**src/vgagr_params.svh**
```systemverilog
/*
  Constants of the general register group: I/O port addresses, bit
  positions, masks and reset values.
  Assumes it is included by bare name from the design files and the testbench.
*/
// Functional notes
// - Misc bits 7/6 set vsync/hsync polarity; pair gives 400/350/480 lines, 00 invalid.
// - Misc bit 5 picks the low or high memory page for odd/even.
// - Misc bits 3:2 map to the 4-bit video clock select code.
// - Misc bit 1 low refuses processor video memory access; high permits it.
// - Misc bit 0 chooses monochrome or colour I/O address set.
// - Feature bit 3 ORs vertical display enable into monitor vsync; others read zero.
// - Input status 0 shows retrace interrupt pending on bit 7, switch sense bit 4.
// - Input status 1 bits 5:4 show colour components picked by plane enable code.
// - Pixel-bit diagnostic mapping returns P2/P0, P5/P4, P3/P1, P7/P6 per code.
// - Input status 1 bit 3 reads one during vertical retrace.
// - Input status 1 bit 0 reads zero in display period, one in retrace.
// - Enable register at two ports; 3C3 writes bit 0, 46E8 writes bit 3.
// - Segment 0 holds 6-bit write segment in dual mode, else 3+3 split.
// - Segment 1 holds 6-bit read segment in dual mode, else fully reserved.
`ifndef VGAGR_PARAMS_SVH
`define VGAGR_PARAMS_SVH

// ----------------------------------------------------------------------
// Port addresses
// ----------------------------------------------------------------------
`define VGAGR_PORT_IS1_MONO  16'h03ba
`define VGAGR_PORT_IS1_COLOR 16'h03da
`define VGAGR_PORT_MISC_W    16'h03c2
`define VGAGR_PORT_MISC_R    16'h03cc
`define VGAGR_PORT_VGAEN     16'h03c3
`define VGAGR_PORT_VGAEN_ALT 16'h46e8
`define VGAGR_PORT_FEAT_R    16'h03ca
`define VGAGR_PORT_SEG_RD    16'h03cb
`define VGAGR_PORT_SEG_WR    16'h03cd

// ----------------------------------------------------------------------
// Field positions and masks
// ----------------------------------------------------------------------
`define VGAGR_MISC_VPOL      7
`define VGAGR_MISC_HPOL      6
`define VGAGR_MISC_PAGE      5
`define VGAGR_MISC_CLK_HI    3
`define VGAGR_MISC_CLK_LO    2
`define VGAGR_MISC_RAMEN     1
`define VGAGR_MISC_IOSEL     0
`define VGAGR_MISC_MASK      8'hef
`define VGAGR_FEAT_VSSEL     3
`define VGAGR_FEAT_MASK      8'h08
`define VGAGR_IS0_IRQ        7
`define VGAGR_IS0_SWSENSE    4
`define VGAGR_IS1_DIAG_HI    5
`define VGAGR_IS1_DIAG_LO    4
`define VGAGR_IS1_VRETR      3
`define VGAGR_IS1_DISPN      0
`define VGAGR_VGAEN_MAIN     0
`define VGAGR_VGAEN_ALT      3
`define VGAGR_SEG_MASK       8'h3f
`define VGAGR_SEG_HI_HI      5
`define VGAGR_SEG_HI_LO      3
`define VGAGR_SEG_LO_HI      2
`define VGAGR_SEG_LO_LO      0
`define VGAGR_SRB_DUAL       3
`define VGAGR_CLK_25M        4'h0
`define VGAGR_CLK_28M        4'h1
`define VGAGR_RST_BYTE       8'h00

`endif

```
**src/vgagr_pkg.sv**
```systemverilog
/*
  Types of the general register group: pin bundle, register image,
  control outputs and enumerations.
  Assumes nothing of its surroundings.
*/
`default_nettype none

package vgagr_pkg;

  // Vertical resolution implied by the sync polarity pair
  typedef enum logic [1:0] {
    VGAGR_LINES_INVALID = 2'b00,
    VGAGR_LINES_400     = 2'b01,
    VGAGR_LINES_350     = 2'b10,
    VGAGR_LINES_480     = 2'b11
  } vgagr_lines_e;

  // Colour plane enable code for diagnostic read-back
  typedef enum logic [1:0] {
    VGAGR_CPE_0 = 2'b00,
    VGAGR_CPE_1 = 2'b01,
    VGAGR_CPE_2 = 2'b10,
    VGAGR_CPE_3 = 2'b11
  } vgagr_cpe_e;

  // Asynchronous status pins from the display pipe
  typedef struct packed {
    logic       vretrace;
    logic       disp_en;
    logic       vde;
    logic       vsync;
    logic       irq_pending;
    logic       switch_sense;
    logic [7:0] pixel;
    logic       red;
    logic       green;
    logic       blue;
    logic       sec_red;
    logic       sec_green;
    logic       sec_blue;
  } vgagr_pins_s;

  // Stored register image
  typedef struct packed {
    logic [7:0] misc;
    logic [7:0] feat;
    logic [7:0] vgaen;
    logic [7:0] seg0;
    logic [7:0] seg1;
  } vgagr_regs_s;

  // Decoded controls towards the rest of the controller
  typedef struct packed {
    logic         vsync_neg;
    logic         hsync_neg;
    vgagr_lines_e lines;
    logic         sync_invalid;
    logic         page_high;
    logic [3:0]   video_clock_freq_select;
    logic         mem_access_en;
    logic         color_emul;
    logic         vsync_or_vde;
    logic         vga_enable;
    logic         dual_seg;
    logic [5:0]   write_segment;
    logic [5:0]   read_segment;
  } vgagr_ctrl_s;

endpackage

`default_nettype wire

```
**src/vgagr_general_regs.sv**
```systemverilog
/*
  General control and status registers of the VGA controller, reached by
  host I/O port reads and writes.
  Assumes io_rd/io_wr are one-cycle strobes on ref_clk with a stable
  address; status pins are asynchronous and are synchronised here.
*/
`include "vgagr_params.svh"
`default_nettype none

module vgagr_general_regs (
  // Clock and reset
  input  wire logic                 ref_clk,
  input  wire logic                 sys_rst,
  // Host I/O port bus
  input  wire logic [15:0]          io_addr,
  input  wire logic                 io_wr,
  input  wire logic                 io_rd,
  input  wire logic [7:0]           io_wdata,
  output var  logic [7:0]           io_rdata_ff,
  output var  logic                 io_rack_ff,
  // Asynchronous status pins
  input  wire vgagr_pkg::vgagr_pins_s pins_in,
  // Same-clock controls from neighbouring register groups
  input  wire logic [1:0]           color_plane_sel,
  input  wire logic                 pixel_diag_map,
  input  wire logic [7:0]           sequencer_ext_seg_ctrl,
  input  wire logic                 ext_clock_used,
  input  wire logic [3:0]           ext_freq_select,
  input  wire logic                 mem_req,
  // Control outputs
  output var  vgagr_pkg::vgagr_ctrl_s ctrl_ff,
  output var  logic                 mem_grant_ff,
  output var  logic                 monitor_vsync_ff
);

  // ----------------------------------------------------------------------
  // Pin synchronisation
  // ----------------------------------------------------------------------
  vgagr_pkg::vgagr_pins_s pins_s;

  vgagr_sync #(
    .W ($bits(vgagr_pkg::vgagr_pins_s))
  ) u_sync (
    .ref_clk (ref_clk),
    .sys_rst (sys_rst),
    .d       (pins_in),
    .q       (pins_s)
  );

  // ----------------------------------------------------------------------
  // Address decode
  // ----------------------------------------------------------------------
  vgagr_pkg::vgagr_regs_s regs_ff;
  vgagr_pkg::vgagr_regs_s nxt_regs;
  logic                   hit_is1;
  logic                   hit_shared;
  logic                   hit_misc_r;
  logic                   hit_feat_r;
  logic                   hit_vgaen;
  logic                   hit_vgaen_alt;
  logic                   hit_seg_rd;
  logic                   hit_seg_wr;

  // mono or colour status port
  // Only the port of the selected set answers; the other stays silent.
  assign hit_is1       = regs_ff.misc[`VGAGR_MISC_IOSEL] ? (io_addr == `VGAGR_PORT_IS1_COLOR)
                                                         : (io_addr == `VGAGR_PORT_IS1_MONO);
  assign hit_shared    = (io_addr == `VGAGR_PORT_MISC_W);
  assign hit_misc_r    = (io_addr == `VGAGR_PORT_MISC_R);
  assign hit_feat_r    = (io_addr == `VGAGR_PORT_FEAT_R);
  assign hit_vgaen     = (io_addr == `VGAGR_PORT_VGAEN);
  assign hit_vgaen_alt = (io_addr == `VGAGR_PORT_VGAEN_ALT);
  assign hit_seg_rd    = (io_addr == `VGAGR_PORT_SEG_RD);
  assign hit_seg_wr    = (io_addr == `VGAGR_PORT_SEG_WR);

  // ----------------------------------------------------------------------
  // Register writes
  // ----------------------------------------------------------------------
  always_comb begin
    nxt_regs = regs_ff;
    if (io_wr) begin
      // shared port write lands in misc
      if (hit_shared) begin
        nxt_regs.misc = io_wdata & `VGAGR_MISC_MASK;
      end
      // feature control written at status port
      if (hit_is1) begin
        nxt_regs.feat = io_wdata & `VGAGR_FEAT_MASK;
      end
      // each enable port owns one bit
      if (hit_vgaen) begin
        nxt_regs.vgaen[`VGAGR_VGAEN_MAIN] = io_wdata[`VGAGR_VGAEN_MAIN];
      end
      if (hit_vgaen_alt) begin
        nxt_regs.vgaen[`VGAGR_VGAEN_ALT] = io_wdata[`VGAGR_VGAEN_ALT];
      end
      // segment 0 keeps six bits, top two reserved
      if (hit_seg_wr) begin
        nxt_regs.seg0 = io_wdata & `VGAGR_SEG_MASK;
      end
      // segment 1 stores always, visible in dual mode only
      if (hit_seg_rd) begin
        nxt_regs.seg1 = io_wdata & `VGAGR_SEG_MASK;
      end
    end
  end

  // Register image
  always_ff @(posedge ref_clk) begin
    if (sys_rst) begin
      regs_ff <= '{default: `VGAGR_RST_BYTE};
    end else begin
      regs_ff <= nxt_regs;
    end
  end

  // ----------------------------------------------------------------------
  // Control decode
  // ----------------------------------------------------------------------
  vgagr_pkg::vgagr_ctrl_s nxt_ctrl;
  logic                   nxt_grant;
  logic                   nxt_mon_vs;
  logic                   dual_mode;
  logic [1:0]             clk_code;
  logic                   vs_src;

  assign dual_mode = sequencer_ext_seg_ctrl[`VGAGR_SRB_DUAL];
  assign clk_code  = nxt_regs.misc[`VGAGR_MISC_CLK_HI:`VGAGR_MISC_CLK_LO];

  // Decoded from next values so controls track a write in one cycle
  always_comb begin
    nxt_ctrl = '0;
    nxt_ctrl.vsync_neg    = nxt_regs.misc[`VGAGR_MISC_VPOL];
    nxt_ctrl.hsync_neg    = nxt_regs.misc[`VGAGR_MISC_HPOL];
    nxt_ctrl.lines        = vgagr_pkg::vgagr_lines_e'(nxt_regs.misc[`VGAGR_MISC_VPOL:`VGAGR_MISC_HPOL]);
    nxt_ctrl.sync_invalid = (nxt_ctrl.lines == vgagr_pkg::VGAGR_LINES_INVALID);
    nxt_ctrl.page_high    = nxt_regs.misc[`VGAGR_MISC_PAGE];
    // clock select; unspecified codes fall back to the 25 MHz code
    unique case (clk_code)
      2'b00: nxt_ctrl.video_clock_freq_select = `VGAGR_CLK_25M;
      2'b01: nxt_ctrl.video_clock_freq_select = `VGAGR_CLK_28M;
      2'b10: nxt_ctrl.video_clock_freq_select = `VGAGR_CLK_25M;
      2'b11: nxt_ctrl.video_clock_freq_select = ext_clock_used ? ext_freq_select : `VGAGR_CLK_25M;
    endcase
    nxt_ctrl.mem_access_en = nxt_regs.misc[`VGAGR_MISC_RAMEN];
    nxt_ctrl.color_emul    = nxt_regs.misc[`VGAGR_MISC_IOSEL];
    nxt_ctrl.vsync_or_vde  = nxt_regs.feat[`VGAGR_FEAT_VSSEL];
    // either port bit enables the display
    nxt_ctrl.vga_enable    = nxt_regs.vgaen[`VGAGR_VGAEN_MAIN] | nxt_regs.vgaen[`VGAGR_VGAEN_ALT];
    nxt_ctrl.dual_seg      = dual_mode;
    if (dual_mode) begin
      nxt_ctrl.write_segment = nxt_regs.seg0[`VGAGR_SEG_HI_HI:`VGAGR_SEG_LO_LO];
      nxt_ctrl.read_segment  = nxt_regs.seg1[`VGAGR_SEG_HI_HI:`VGAGR_SEG_LO_LO];
    end else begin
      nxt_ctrl.write_segment = {3'h0, nxt_regs.seg0[`VGAGR_SEG_HI_HI:`VGAGR_SEG_HI_LO]};
      nxt_ctrl.read_segment  = {3'h0, nxt_regs.seg0[`VGAGR_SEG_LO_HI:`VGAGR_SEG_LO_LO]};
    end
    nxt_grant = mem_req & nxt_regs.misc[`VGAGR_MISC_RAMEN];
    vs_src     = pins_s.vsync | (nxt_regs.feat[`VGAGR_FEAT_VSSEL] & pins_s.vde);
    nxt_mon_vs = vs_src ^ nxt_regs.misc[`VGAGR_MISC_VPOL];
  end

  // Control registers
  always_ff @(posedge ref_clk) begin
    if (sys_rst) begin
      ctrl_ff          <= '0;
      mem_grant_ff     <= 1'b0;
      monitor_vsync_ff <= 1'b0;
    end else begin
      ctrl_ff          <= nxt_ctrl;
      mem_grant_ff     <= nxt_grant;
      monitor_vsync_ff <= nxt_mon_vs;
    end
  end

  // ----------------------------------------------------------------------
  // Read path
  // ----------------------------------------------------------------------
  logic [7:0] nxt_rdata;
  logic       nxt_rack;
  logic [7:0] is0_val;
  logic [7:0] is1_val;
  logic [1:0] diag;

  always_comb begin
    diag = 2'h0;
    unique case (vgagr_pkg::vgagr_cpe_e'(color_plane_sel))
      vgagr_pkg::VGAGR_CPE_0: diag = pixel_diag_map ? {pins_s.pixel[2], pins_s.pixel[0]}
                                                    : {pins_s.red, pins_s.blue};
      vgagr_pkg::VGAGR_CPE_1: diag = pixel_diag_map ? {pins_s.pixel[5], pins_s.pixel[4]}
                                                    : {pins_s.sec_red, pins_s.sec_green};
      vgagr_pkg::VGAGR_CPE_2: diag = pixel_diag_map ? {pins_s.pixel[3], pins_s.pixel[1]}
                                                    : {pins_s.sec_blue, pins_s.green};
      vgagr_pkg::VGAGR_CPE_3: diag = pixel_diag_map ? {pins_s.pixel[7], pins_s.pixel[6]}
                                                    : 2'h0;
    endcase
    is0_val = `VGAGR_RST_BYTE;
    is0_val[`VGAGR_IS0_IRQ]     = pins_s.irq_pending;
    is0_val[`VGAGR_IS0_SWSENSE] = pins_s.switch_sense;
    is1_val = `VGAGR_RST_BYTE;
    is1_val[`VGAGR_IS1_DIAG_HI:`VGAGR_IS1_DIAG_LO] = diag;
    is1_val[`VGAGR_IS1_VRETR] = pins_s.vretrace;
    is1_val[`VGAGR_IS1_DISPN] = ~pins_s.disp_en;
    // Unmapped reads return zero with no acknowledge
    nxt_rdata = `VGAGR_RST_BYTE;
    nxt_rack  = 1'b0;
    if (io_rd) begin
      nxt_rack = 1'b1;
      // shared port read is status 0
      if (hit_shared) begin
        nxt_rdata = is0_val;
      end else if (hit_is1) begin
        nxt_rdata = is1_val;
      end else if (hit_misc_r) begin
        nxt_rdata = regs_ff.misc;
      end else if (hit_feat_r) begin
        nxt_rdata = regs_ff.feat;
      end else if (hit_vgaen | hit_vgaen_alt) begin
        nxt_rdata = regs_ff.vgaen;
      end else if (hit_seg_wr) begin
        nxt_rdata = regs_ff.seg0;
      end else if (hit_seg_rd) begin
        nxt_rdata = dual_mode ? regs_ff.seg1 : `VGAGR_RST_BYTE;
      end else begin
        nxt_rack = 1'b0;
      end
    end
  end

  // Read data register
  always_ff @(posedge ref_clk) begin
    if (sys_rst) begin
      io_rdata_ff <= `VGAGR_RST_BYTE;
      io_rack_ff  <= 1'b0;
    end else begin
      io_rdata_ff <= nxt_rdata;
      io_rack_ff  <= nxt_rack;
    end
  end
endmodule

`default_nettype wire

```
**src/vgagr_sync.sv**
```systemverilog
/*
  Two flip-flop level synchroniser, one stage pair per bit.
  Assumes inputs are slow levels; pulses shorter than one clock may vanish.
*/
`default_nettype none

module vgagr_sync #(
  parameter int W = 1
) (
  // Clock and reset
  input  wire logic         ref_clk,
  input  wire logic         sys_rst,
  // Data
  input  wire logic [W-1:0] d,
  output var  logic [W-1:0] q
);

  // ----------------------------------------------------------------------
  // Per-bit stages
  // ----------------------------------------------------------------------
  genvar i;
  generate
    for (i = 0; i < W; i++) begin : g_bit
      logic meta_ff;
      logic hold_ff;
      // First stage feeds only the second
      always_ff @(posedge ref_clk) begin
        if (sys_rst) begin
          meta_ff <= 1'b0;
          hold_ff <= 1'b0;
        end else begin
          meta_ff <= d[i];
          hold_ff <= meta_ff;
        end
      end
      assign q[i] = hold_ff;
    end
  endgenerate

endmodule

`default_nettype wire
```
**config.mk**
```make
export PLATFORM = sky130hd
export DESIGN_NAME = vgagr_general_regs
export DESIGN_NICKNAME = d
export VERILOG_FILES = /design/src/vgagr_pkg.sv /design/src/vgagr_general_regs.sv /design/src/vgagr_sync.sv
export VERILOG_INCLUDE_DIRS = /design/src
export SDC_FILE = /design/constraint.sdc
export NUM_CORES = 1
export LEC_CHECK = 0
export ABC_AREA = 1
export BUFFER_PORTS_ARGS = -buffer_cell sky130_fd_sc_hd__buf_4
export CORE_MARGIN = 4
export CORE_UTILIZATION = 45
export CTS_CLUSTER_DIAMETER = 30
export CTS_CLUSTER_SIZE = 14
export DETAILED_ROUTE_END_ITERATION = 8
export PLACE_DENSITY_LB_ADDON = 0.08
export REMOVE_ABC_BUFFERS = 1
export SYNTH_ARGS = -nofsm -noshare
export SYNTH_HDL_FRONTEND = slang
export SYNTH_SLANG_ARGS = --single-unit
```
**constraint.sdc**
```tcl
create_clock -name ref_clk -period 3.3 [get_ports ref_clk]
set_input_delay 0.66 -clock ref_clk [delete_from_list [all_inputs] [get_ports ref_clk]]
set_output_delay 0.66 -clock ref_clk [all_outputs]
set_load 0.1 [all_outputs]
```
# == Word level (Yosys, flattened, before mapping) ==
# Cells that the tools add are included.
# totals
reg_bits,99
latch_bits,0
mem_bits_rw,0
mem_bits_ro,0
inputBits,65
out_inout_bits,38
elab_cells,130
memories,0
# op_classes
addsub,0
multipliers,0
div_mod_pow,0
magnitude_cmp,0
eq_ne,15
shift,0
muxes,33
n_bitwise,9
reduce_logical,8
# ops
op,n
$eq A16 B10 Y1 const B,8
$mux W6,7
$mux W8,4
$mux W17,1
$eq A16 B15 Y1 const B,1
$mux W16,1
$pmux W4 S3,1
$mux W1,11
$mux W9,1
$eq A2 B2 Y1 const B,4
$mux W2,4
$mux W4,2
$pmux W2 S4,1
$logic_not A2 Y1,3
$reduce_or A2 Y1,3
$eq A2 B1 Y1 const B,2
$reduce_or A4 Y1,1
$not A1 Y1,3
$or A1 B1 Y1,3
$reduce_or A3 Y1,1
$and A1 B1 Y1,2
$xor A1 B1 Y1,1

# == Logic depth before layout (Yosys ltp) ==
# depth
depth_word,8
mapped_depth,13
mapped_depth_nobuf,12

# == Cells and area by module ==
# Synthesis repeated with hierarchy kept, for this count alone.
# unflattened
hier_cells,531
area_unflattened_um2,3932.5
# by_module_without_submodules
module,n_inst,cells_each,area_each_um2,seq_area_each_um2
vgagr_general_regs,1,387,2636.3,1041.0
vgagr_sync,1,144,1296.2,800.8

# == Worst setup path before layout ==
# Ideal clock, no wire load.
# synth_path
path_type,input to register
start,input io_addr[13]
end,register ctrl_ff[8] (netlist bit)
setup_ns,0.112
arrival_ns,1.677
t_required_ns,3.188
slack_ns,1.511
stages,11
path_buffers,1
cell_sequence,nor2_1 -> nand2_2 -> nor2_8 -> nand3_2 -> nor2_2 -> buf_6 -> nand2_2 -> nand3_2 -> inv_2 -> o21ai_2 -> inv_1
# synth_via
elab_chain_len,4
# synth_rtl
item,line,source
from (decl),vgagr_general_regs.sv:15,"input wire logic [15:0] io_addr,"
$eq A16 B10 Y1 (no line),n/a,
$mux W6,vgagr_general_regs.sv:98,if (hit_seg_wr) begin
$mux W17,vgagr_general_regs.sv:81,if (io_wr) begin
$mux W9,vgagr_general_regs.sv:151,if (dual_mode) begin
to (signal assigned),vgagr_general_regs.sv:170,ctrl_ff <= nxt_ctrl;
to (decl),vgagr_general_regs.sv:31,"output var vgagr_pkg::vgagr_ctrl_s ctrl_ff,"
# No other way between the ends.
# A chain may end at the register's enable or synchronous reset.

# == Worst setup path after layout ==
# layout_path
start,input io_addr[13]
end,register ctrl_ff[6] (netlist bit)
# Same word-level chain as after synthesis.

==> results.cfg <==
[clocking]
cts_made_buffers = 9
cts.clk_slew.worst_paths_ps = 80
cts.sinks = 92
clock_tree.buffer_depth = 2
cts-resized-gates = 0
cts_setup_buffers = 0
cts_hold_buf = 0
clk-insertion-delay-late_ps = 350
root_buffer = clkbuf_8
htreeDepth = 3
cts_tree = yes

[timing]
fin_skew_ps = 7.27
setup_ws_ps = 1320
final_max_slew_viol_count = 0
rsz0062_at_grt = false
timing.final.crit_period_ps = 1980
hold_viol = 0
worst_pin_slew_ps = 507
fmax_ghz = 0.505
slew_headroom = 0.662
post-route-period-util = 0.600
setup_viol = 0
tns_ps = 0

[pwr]
power_density_nw_per_um2 = 455
power_leakage_nw = 2.41
ir_worst_vdd_mv = 0.310
power_w = 0.00215

[global_route]
grt_pass1_wl_mm = 13.5
grt_max_degree = 49
grt_use_total = 0.173
overflow = 0
grt_antenna_before_repair = 0
grt_pass1_vias = 3076

[synth]
ys_async_sr_fraction = 0
synth-edff-count = 0
ys_seq_area_frac = 0.489
ys.flop_type = dfxtp_1
yosys_warnings = 0
netlist_area_um2 = 3770
postSynthCellCount = 498
synth_seq_cells = 92
avgSynthCellArea_um2 = 7.56
yosys.cell_types.count = 40

[die]
core_area_um2 = 8180
start_util = 0.461
fp.dieH_um = 99.5
die_width_um = 99.5
die_area_um2 = 9900
io_pins = 103
rows = 33

[route]
avgRoutedWirePerCell_um = 11.9
drc = 0
routed_wl_mm = 8.30
viasPerCell = 4.56
vias = 3170
dr.pass1.iters = 4
drt_iter0_markers = 134
antenna_left = 0

[worst_setup_path]
rr_worst_depth = 9
crit_arrival_ps = 2230
crit_fanout = 17
required_ps = 3550
startpoint = io_addr[13]
r2r-start = regs_ff[32]
worstSetupEndpointType = flop
worst_setup_path_start_kind = input pin
critPathKind = input pin to flop

[cells_and_area]
diodes = 0
syn2layout_area_growth_pct = 25.3
post-route-util = 0.577
final_nets = 652
multiInputGateArea_um2 = 1420
fillers = 780
drive_gt1_frac = 0.263
fin_area_um2 = 4720
ff_latch_area_um2 = 1840

[placed_design]
port_buffers = 95
pre_cts_ws_ps = 932
gp_congestion = 0.872
dpl_cell_area_um2 = 4510
dp_hpwl_mm = 6.31

[min_path]
min_path_cells = 2
worstHoldStart = u_sync.g_bit[4].meta_ff
hold_path_class = flop to flop

[run]
max-cap-violations = 0

[status]
outcome = completed
[logic make-up after synthesis]
logic type	synth area share
AOI/OAI and AO/OA	0.0804
DFF	0.489
muxes	0.00266
and+or+nand+nor	0.293
buffers and inverters	0.135
[critical path: stages]
cell and delay [ps]:
buf_4 110, nor2_1 150, nand2_2 110, nor2_8 270, nand3_2 110, nor2_2 400
nand2_1 90, nand3_1 110, inv_1 60, o21ai_1 110, inv_1 50
[cell usage in the layout, fill, tap and decap left out, types with 3 or more instances in the layout]
cell	count
a21oi_1	14
and2_1	3
buf_4	97
clkbuf_8	10
dfxtp_1	92
inv_1	93
inv_2	8
nand2_1	76
nand2_2	7
nand3_1	25
nand3_2	3
nand4_1	8
nor2_1	86
nor2_2	5
nor2_4	4
o211ai_1	4
o21ai_0	14
o21ai_1	9
o21ai_2	4
or2_2	4
[cell usage after synthesis (2+ instances only)]
cell type	n	area share
nand3_1	25	0.033
or2_2	4	0.0066
clkbuf_1	7	0.0070
o21ai_1	9	0.012
nand3_2	3	0.0080
nor2_1	86	0.086
a21oi_1	14	0.019
nor2_2	5	0.0083
buf_4	8	0.016
o21ai_2	4	0.0093
buf_2	2	0.0027
inv_2	8	0.0080
o211ai_1	4	0.0080
dfxtp_1	92	0.49
buf_6	2	0.0060
nand3_4	2	0.0093
nand4_1	8	0.013
nand2_1	76	0.076
inv_1	93	0.093
nor2_4	4	0.012
nor3_1	2	0.0027
and2_1	3	0.0050
o21ai_0	14	0.019
nand2_2	7	0.012
[routing by layer]
metal | up-vias | track usage | routed length (µm) | share of wire
met5 | - | 0 | 0 | 0
met4 | 0 | 0.0620 | 112 | 0.013
met3 | 12 | 0.0491 | 546 | 0.066
met2 | 78 | 0.300 | 3980 | 0.48
met1 | 1405 | 0.203 | 3660 | 0.44
li1 | 1675 | - | - | -
[where the power goes]
part           switching, W  total [W]  internal, W
Sequential       0.00000681    0.00114      0.00114
Clock              0.000375   0.000814     0.000439
Combinational      0.000117   0.000192    0.0000751
[final cells by class]
cell class | count | area share
clock buffer | 10 | 0.0292
multi-input combinational | 285 | 0.300
clock inverter | 4 | 0.0159
tap | 105 | 0.0278
sequential | 92 | 0.390
timing repair buffer | 97 | 0.154
inverter | 102 | 0.0822
[flip-flops by register name (all words and copies together) (netlist names)]
| signal | cells |
|---|---|
| io_rdata_ff | 8 |
| u_sync.g_bit.hold_ff | 20 |
| mem_grant_ff | 1 |
| regs_ff | 22 |
| monitor_vsync_ff | 1 |
| io_rack_ff | 1 |
| u_sync.g_bit.meta_ff | 20 |
| ctrl_ff | 19 |
[through the flow]
step | instances | hold slack (ps)
CTS | 695 | 403
detailed placement | 681 | 393
finish | 695 | 403
global placement | 681 | 392
global route | 695 | 415
floorplan | 479 | 388
[path summary, 6_finish.rpt]
kind / to / slack [ps]
worst max-delay path: ctrl_ff[6] / 1320
worst min-delay path: u_sync.g_bit[4].hold_ff / 400
worst max register to register: io_rdata_ff[5] / 1870
worst min register to register: u_sync.g_bit[4].hold_ff / 400
(Power assumes the default switching activity.)
